[src/ros_pkg.sv]
package ros_pkg;

  // ----------------------------------------------------------------------
  // Register map and field layout
  // ----------------------------------------------------------------------
  localparam int          ROS_NUM_REGS    = 8;
  localparam int          ROS_NUM_PINS    = 16;
  localparam int          ROS_SEL_W       = 5;
  localparam int          ROS_NUM_FUNCS   = 32;
  localparam int          ROS_ADDR_W      = 6;
  localparam int          ROS_DATA_W      = 32;
  localparam int          ROS_REG_W       = 16;
  localparam logic [5:0]  ROS_OFS_PAIR0   = 6'h00;
  localparam logic [5:0]  ROS_OFS_LAST    = 6'h1C;
  localparam int          ROS_EVEN_LSB    = 0;
  localparam int          ROS_ODD_LSB     = 8;
  localparam logic [4:0]  ROS_SEL_RESET   = 5'h00;
  localparam logic [4:0]  ROS_SEL_DEFAULT = 5'h00;
  localparam logic [31:0] ROS_UNMAPPED_RD = 32'h0000_0000;
  localparam logic [1:0]  ROS_RESP_OK     = 2'h0;
  localparam logic [1:0]  ROS_RESP_DECERR = 2'h3;

  typedef logic [ROS_SEL_W-1:0] ros_sel_t;

  typedef enum logic [1:0] {
    ROS_IDLE = 2'b00,
    ROS_ANS  = 2'b01
  } ros_state_t;

endpackage

[src/ros_sel_if.sv]
`timescale 1ns/10ps
// Carries the selector fields from the register file to the pin crossbar.
interface ros_sel_if;
  import ros_pkg::*;
  ros_sel_t sel [ROS_NUM_PINS];
  modport regs (output sel);
  modport xbar (input sel);
endinterface

[src/ros_pin_mux.sv]
`timescale 1ns/10ps
// ------------------------------------------------------------------------
// One remappable pin output selector
// ------------------------------------------------------------------------
module ros_pin_mux
  import ros_pkg::*;
(
  input  wire logic                     clock,
  input  wire logic                     rst,
  input  wire logic                     clk_en,
  input  wire ros_pkg::ros_sel_t        sel,
  input  wire logic [ROS_NUM_FUNCS-1:0] func_out,
  input  wire logic [ROS_NUM_FUNCS-1:0] func_oe,
  input  wire logic                     port_out,
  input  wire logic                     port_oe,
  output logic                          pin_out,
  output logic                          pin_oe
);

  // Code zero hands the pin back to its default port logic.
  wire logic use_port = (sel == ROS_SEL_DEFAULT);
  wire logic nxt_out  = use_port ? port_out : func_out[sel];
  wire logic nxt_oe   = use_port ? port_oe : func_oe[sel];

  // Registered so the pad never sees decode glitches while software rewrites a selector.
  always_ff @(posedge clock or posedge rst) begin
    if (rst) begin
      pin_out <= 1'b0;
      pin_oe  <= 1'b0;
    end else if (clk_en) begin
      pin_out <= nxt_out;
      pin_oe  <= nxt_oe;
    end
  end

endmodule

[src/ros_xbar.sv]
`timescale 1ns/10ps
// ------------------------------------------------------------------------
// Pin crossbar: one selector per remappable pin
// ------------------------------------------------------------------------
module ros_xbar
  import ros_pkg::*;
(
  input  wire logic                     clock,
  input  wire logic                     rst,
  input  wire logic                     clk_en,
  ros_sel_if.xbar                       sif,
  input  wire logic [ROS_NUM_FUNCS-1:0] func_out,
  input  wire logic [ROS_NUM_FUNCS-1:0] func_oe,
  input  wire logic [ROS_NUM_PINS-1:0]  port_out,
  input  wire logic [ROS_NUM_PINS-1:0]  port_oe,
  output logic      [ROS_NUM_PINS-1:0]  pin_out,
  output logic      [ROS_NUM_PINS-1:0]  pin_oe
);

  // Each pin picks its own function; the table lives in the register file, in pin order.
  for (genvar p = 0; p < ROS_NUM_PINS; p++) begin : g_pin
    ros_pin_mux u_mux (
      .clock    (clock),
      .rst      (rst),
      .clk_en   (clk_en),
      .sel      (sif.sel[p]),
      .func_out (func_out),
      .func_oe  (func_oe),
      .port_out (port_out[p]),
      .port_oe  (port_oe[p]),
      .pin_out  (pin_out[p]),
      .pin_oe   (pin_oe[p])
    );
  end

endmodule

[src/ros_top.sv]
`timescale 1ns/10ps
module ros_top
  import ros_pkg::*;
(
  input  wire logic                     clock,
  input  wire logic                     rst,
  input  wire logic                     clk_en,
  input  wire logic [ROS_ADDR_W-1:0]    avs_address,
  input  wire logic                     avs_read,
  input  wire logic                     avs_write,
  input  wire logic [ROS_DATA_W-1:0]    avs_writedata,
  input  wire logic [3:0]               avs_byteenable,
  output logic      [ROS_DATA_W-1:0]    avs_readdata,
  output logic      [1:0]               avs_response,
  output logic                          avs_waitrequest,
  input  wire logic [ROS_NUM_FUNCS-1:0] func_out,
  input  wire logic [ROS_NUM_FUNCS-1:0] func_oe,
  input  wire logic [ROS_NUM_PINS-1:0]  port_out,
  input  wire logic [ROS_NUM_PINS-1:0]  port_oe,
  output logic      [ROS_NUM_PINS-1:0]  pin_out,
  output logic      [ROS_NUM_PINS-1:0]  pin_oe
);
  import ros_pkg::*;

  // ----------------------------------------------------------------------
  // Storage
  // ----------------------------------------------------------------------
  ros_sel_t   even_ff [ROS_NUM_REGS];
  ros_sel_t   odd_ff  [ROS_NUM_REGS];
  ros_state_t state_ff;
  logic [ROS_DATA_W-1:0] rdata_ff;
  logic [1:0]            resp_ff;
  ros_sel_if  sif ();

  // ----------------------------------------------------------------------
  // Address decode
  // ----------------------------------------------------------------------
  // Only word-aligned offsets up to the last pair register are mapped.
  wire logic       hit     = (avs_address[1:0] == 2'b00) && (avs_address <= ROS_OFS_LAST);
  wire logic [2:0] idx     = avs_address[4:2];
  wire logic       req     = (avs_read || avs_write) && (state_ff == ROS_IDLE);
  wire logic       wr_go   = req && avs_write && hit;
  wire logic       wr_even = wr_go && avs_byteenable[0];
  wire logic       wr_odd  = wr_go && avs_byteenable[1];

  // Unimplemented bits are stuffed with zeros around each field.
  wire logic [ROS_DATA_W-1:0] rd_word = {16'h0000, 3'h0, odd_ff[idx], 3'h0, even_ff[idx]};
  wire logic [ROS_DATA_W-1:0] nxt_rdata = hit ? rd_word : ROS_UNMAPPED_RD;
  wire logic [1:0]            nxt_resp  = hit ? ROS_RESP_OK : ROS_RESP_DECERR;

  // One wait cycle: the request is accepted, then answered from flops.
  assign avs_waitrequest = (avs_read || avs_write) && (state_ff == ROS_IDLE);
  assign avs_readdata    = rdata_ff;
  assign avs_response    = resp_ff;

  // ----------------------------------------------------------------------
  // Handshake state
  // ----------------------------------------------------------------------
  // Bus timing, one request at a time, is as follows.
  // The first enabled edge that sees read or write with the state idle takes the request.
  // The read word and the response load at that edge, and a write lands in its field.
  // In the following cycle the state is answering and waitrequest is low.
  // The master samples the answer at the second edge and may then release.
  // The answer state always falls back to idle after one enabled edge.
  // That keeps waitrequest from dropping twice for one request.
  // A low clock enable holds the state where it is and so stretches the wait.
  always_ff @(posedge clock or posedge rst) begin
    if (rst) begin
      state_ff <= ROS_IDLE;
      rdata_ff <= ROS_UNMAPPED_RD;
      resp_ff  <= ROS_RESP_OK;
    end else if (clk_en) begin
      unique case (state_ff)
        ROS_IDLE: begin
          if (req) begin
            state_ff <= ROS_ANS;
            rdata_ff <= avs_read ? nxt_rdata : ROS_UNMAPPED_RD;
            resp_ff  <= nxt_resp;
          end
        end
        ROS_ANS: begin
          state_ff <= ROS_IDLE;
        end
        default: begin
          state_ff <= ROS_IDLE;
        end
      endcase
    end
  end

  // ----------------------------------------------------------------------
  // Selector registers
  // ----------------------------------------------------------------------
  // Byte enables let software retarget one pin of a pair without touching the other.
  always_ff @(posedge clock or posedge rst) begin
    if (rst) begin
      for (int r = 0; r < ROS_NUM_REGS; r++) begin
        even_ff[r] <= ROS_SEL_RESET;
        odd_ff[r]  <= ROS_SEL_RESET;
      end
    end else if (clk_en) begin
      if (wr_even) begin
        even_ff[idx] <= avs_writedata[ROS_EVEN_LSB +: ROS_SEL_W];
      end
      if (wr_odd) begin
        odd_ff[idx] <= avs_writedata[ROS_ODD_LSB +: ROS_SEL_W];
      end
    end
  end

  // ----------------------------------------------------------------------
  // Pair to pin fan-out
  // ----------------------------------------------------------------------
  // Register k drives pin 2k from its low field and 2k+1 from its high field.
  for (genvar k = 0; k < ROS_NUM_REGS; k++) begin : g_pair
    assign sif.sel[2*k]   = even_ff[k];
    assign sif.sel[2*k+1] = odd_ff[k];
  end

  ros_xbar u_xbar (
    .clock    (clock),
    .rst      (rst),
    .clk_en   (clk_en),
    .sif      (sif.xbar),
    .func_out (func_out),
    .func_oe  (func_oe),
    .port_out (port_out),
    .port_oe  (port_oe),
    .pin_out  (pin_out),
    .pin_oe   (pin_oe)
  );
endmodule

[config.mk]
export PLATFORM = sky130hd
export DESIGN_NAME = ros_top
export DESIGN_NICKNAME = d
export VERILOG_FILES = /design/src/ros_pkg.sv /design/src/ros_sel_if.sv /design/src/ros_pin_mux.sv /design/src/ros_xbar.sv /design/src/ros_top.sv
export SDC_FILE = /design/constraint.sdc
export NUM_CORES = 1
export LEC_CHECK = 0
export BUFFER_PORTS_ARGS = -buffer_cell sky130_fd_sc_hd__buf_2
export CAP_MARGIN = 10
export CORE_MARGIN = 4
export CORE_UTILIZATION = 35
export DETAILED_ROUTE_END_ITERATION = 7
export GPL_ROUTABILITY_DRIVEN = 1
export SLEW_MARGIN = 40
export SYNTH_ARGS = -nofsm -noshare
export SYNTH_HDL_FRONTEND = slang
export SYNTH_SLANG_ARGS = --single-unit
export TNS_END_PERCENT = 1
[constraint.sdc]
create_clock -name clock -period 10 [get_ports clock]
set_clock_uncertainty 0.2 [all_clocks]
set_input_delay 1.5 -clock clock [delete_from_list [all_inputs] [get_ports clock]]
set_output_delay 1.5 -clock clock [all_outputs]
set_load 0.05 [all_outputs]
==> flow_summary.yaml <==
setup_path:
  r2r-end: "u_xbar.g_pin[1].u_mux.pin_oe"
  crit_fanout: 5
  cp-end-kind: "flop"
  r2r_start: "odd_ff[35]"
  ff2ff_path_depth: 5
  worst_ep_required_time_ns: 10.12
  r2r_slack_ns: 7.15
  crit_arrival_ns: 3.90
  criticalPathCategory: "input pin to flop"
  cp-start-kind: "input pin"
synthesis:
  post_synth_num_cell_types: 60
  synth_seq_area_share_pct: 20.74
  yosys-top-cells-count: "mux4_2 (230), clkbuf_1 (128), dfrtp_1 (124)"
  synth-main-ff-cell: "dfrtp_1"
  syn_inst: 1338
  synth_top_area_share_pct: 34.62
  async_reset_ff_share_pct: 100.0
  syn_area_um2: 14960
  yosys_register_bits: 124
  synth.avg_cell_area_um2: 11.18
  yosysWarnings: 0
  synth_most_common_cell: "mux4_2"
  synthTopCellsByArea: "mux4_2 (35%), dfrtp_1 (21%), mux2_2 (7.8%)"
  synth_top_cell_by_area: "mux4_2"
  synth_edf_count: 0
sta:
  hold_viol: 0
  fin_worst_hold_slack_ns: 0.2856
  rsz0062_at_grt: "no"
  setup-violations-final: 0
  fin_crit_ns: 3.779
  slew_violations: 0
  period_share_pct: 37.79
  fin_tns_setup_ns: 0
  fmax_mhz: 264.7
  worstMarginPinSlew_ns: 0.8162
  max_slew_margin_pct: 45.58
clock_tree:
  post_cts_buffers: 0
  cts.path.max_buffers: 2
  clk_pin_slew_ns: 0.06
  insertion_delay_ns: 0.44
  htree_levels: 4
  numCtsBuffers: 17
  cts_tree: "done"
  cts_resized: 0
  cts_sinks: 124
  ctsHoldBuffers: 0
  cts-root-buf: "clkbuf_16"
cells_and_area:
  area_growth_pct: 8.052
  drive_above_1_share_pct: 43.12
  fillers: 4003
  seq_area_um2: 3124
  fin_area_um2: 16170
  fin_cells: 1865
  fin_nets: 1452
  multi_input_area_um2: 10720
min_path:
  holdPathEnd: "u_xbar.g_pin[10].u_mux.pin_out"
  hold-path-cell-count: 1
  hold_start: "u_xbar.g_pin[10].u_mux.pin_out"
  min_path_type: "flop to flop"
global_route:
  grt_max_degree: 68
  grt_busiest_layer: "met2"
  use_met3_pct: 12.57
  use_met2_pct: 37.79
  grt_pass1_vias: 13176
  met1_usage_pct: 35.16
  antenna_found_initial: 6
  track_usage_pct: 26.73
  grt_pass1_wl_um: 91380
  grt-ovfl-total: 0
placed_design:
  gp_congestion: 0.9432
  port_buffers: 163
  dpl_cell_area_um2: 15470
  dp_cells: 1828
  dp_hpwl_um: 40170
routing:
  vias_per_cell: 7.304
  antenna_left: 0
  dr.pass1.iters: 8
  finalWirelength_um: 63520
  wl_per_cell_um: 34.06
  dr_total_vias: 13622
  drcViolationCount: 15
  first_iter_violations: 2097
run_status:
  violations: "DRC"
  status: "finished with violations"
die:
  ios: 210
  core_area_um2: 42130
  rows: 75
  initial_core_util_pct: 35.52
  die_w_um: 214.8
  die-area_um2: 46130
  fp.dieH_um: 214.8
pwr:
  max-vdd-ir-drop_mv: 0.1314
  pwr-share-comb_pct: 31.5
  p_sw_share_pct: 36.69
  power.net_switching_mw: 0.7144
  p_per_area_nw_per_um2: 120.4
  pwr-share-seq_pct: 31.2
  p_leak_nw: 5.789
  pwr-share-clk_pct: 37.3
  p_int_mw: 1.233
  totalPowerFinal_mw: 1.947
run:
  drv_cap: 0
[worst max-delay path: stages]
cell and delay [ns]:
buf_2 0.09, nor3_1 0.62, nand3_1 0.14, nor3b_1 0.51, nor2b_1 0.61, mux2_2 0.41
[power groups by stage]
stage / registers [mW] / logic (mW) / clock network (mW)
2_1_floorplan: 0.567 / 0.479 / 0
3_3_place_gp: 0.612 / 0.585 / 0
3_5_place_dp: 0.615 / 0.593 / 0
4_1_cts: 0.606 / 0.594 / 0.733
5_1_grt: 0.615 / 0.635 / 0.753
6_report: 0.607 / 0.614 / 0.726
[layout by cell type (no fill, tap or decap), types with 9 or more instances in the layout]
cell type | synthesis | layout
a211oi_1 | 29 | 29
mux4_1 | 10 | 10
o21ai_0 | 33 | 32
nor2b_1 | 53 | 53
a21oi_1 | 25 | 25
mux2_2 | 104 | 104
a211o_1 | 13 | 13
mux4_2 | 230 | 230
nor2_1 | 65 | 65
or4_1 | 11 | 11
or2_2 | 10 | 10
a2111oi_0 | 16 | 15
buf_2 | 28 | 163
mux2i_1 | 82 | 82
dfrtp_2 | 0 | 17
nand3_1 | 24 | 24
o311ai_0 | 10 | 10
conb_1 | 1 | 22
nand2_1 | 62 | 62
clkbuf_16 | 0 | 17
o22ai_1 | 21 | 21
nor3_1 | 19 | 19
nor4_1 | 9 | 9
nand2b_1 | 21 | 21
dfrtp_1 | 124 | 107
inv_1 | 15 | 14
[layout make-up]
class                      instances  share of cell area (%)
multi-input combinational        978                   66.32
timing repair buffer             172                   5.618
inverter                          16                  0.4024
sequential                       124                   19.32
clock inverter                    13                   1.300
tap                              539                   4.171
clock buffer                      19                   2.801
antenna                            4                 0.06190
[how the worst max path moves through the flow]
stage | start | end | slack (ns) | cells past startpoint
after floorplan | rst | avs_readdata[0] | 5.00 | 1
after global placement | clk_en | u_xbar.g_pin[12].u_mux.pin_out | 5.54 | 6
after detailed placement | clk_en | u_xbar.g_pin[12].u_mux.pin_out | 5.47 | 6
after CTS | clk_en | u_xbar.g_pin[12].u_mux.pin_out | 5.94 | 6
after global routing | avs_address[1] | odd_ff[6] | 6.10 | 6
final | avs_address[1] | odd_ff[5] | 6.22 | 6
[flip-flops by register name (all words and copies together) (netlist names)]
signal	flops
even_ff	40
avs_readdata	10
u_xbar.g_pin.u_mux.pin_out	16
u_xbar.g_pin.u_mux.pin_oe	16
avs_response	1
odd_ff	40
state_ff	1
[logic make-up (layout without fill, tap and decap cells)]
family                 after synthesis  count (layout)  share of synthesized area, %
AO/OA/AOI/OAI                      219             219                         10.59
buffers and inverters              257             220                         8.135
flip-flops                         124             124                         20.74
multiplexers                       426             426                         49.68
other                                1              26                       0.02506
AND/OR/NAND/NOR                    311             311                         10.83
[metrics by stage]
| stage | util (%) | setup WS [ns] |
|---|---|---|
| 6_report | 38.38 | 6.221 |
| 5_1_grt | 38.36 | 6.099 |
| 4_1_cts | 38.28 | 5.939 |
| 3_5_place_dp | 36.71 | 5.475 |
| 3_3_place_gp | 36.63 | 5.535 |
| 2_1_floorplan | - | 5.001 |
[routing by layer]
layer	part of all wire, %	routed length (um)
met5	0.12	79
met4	5.5	3472
met3	16	10470
met2	41	26220
met1	37	23280
Power figures use the tool's default switching activity.
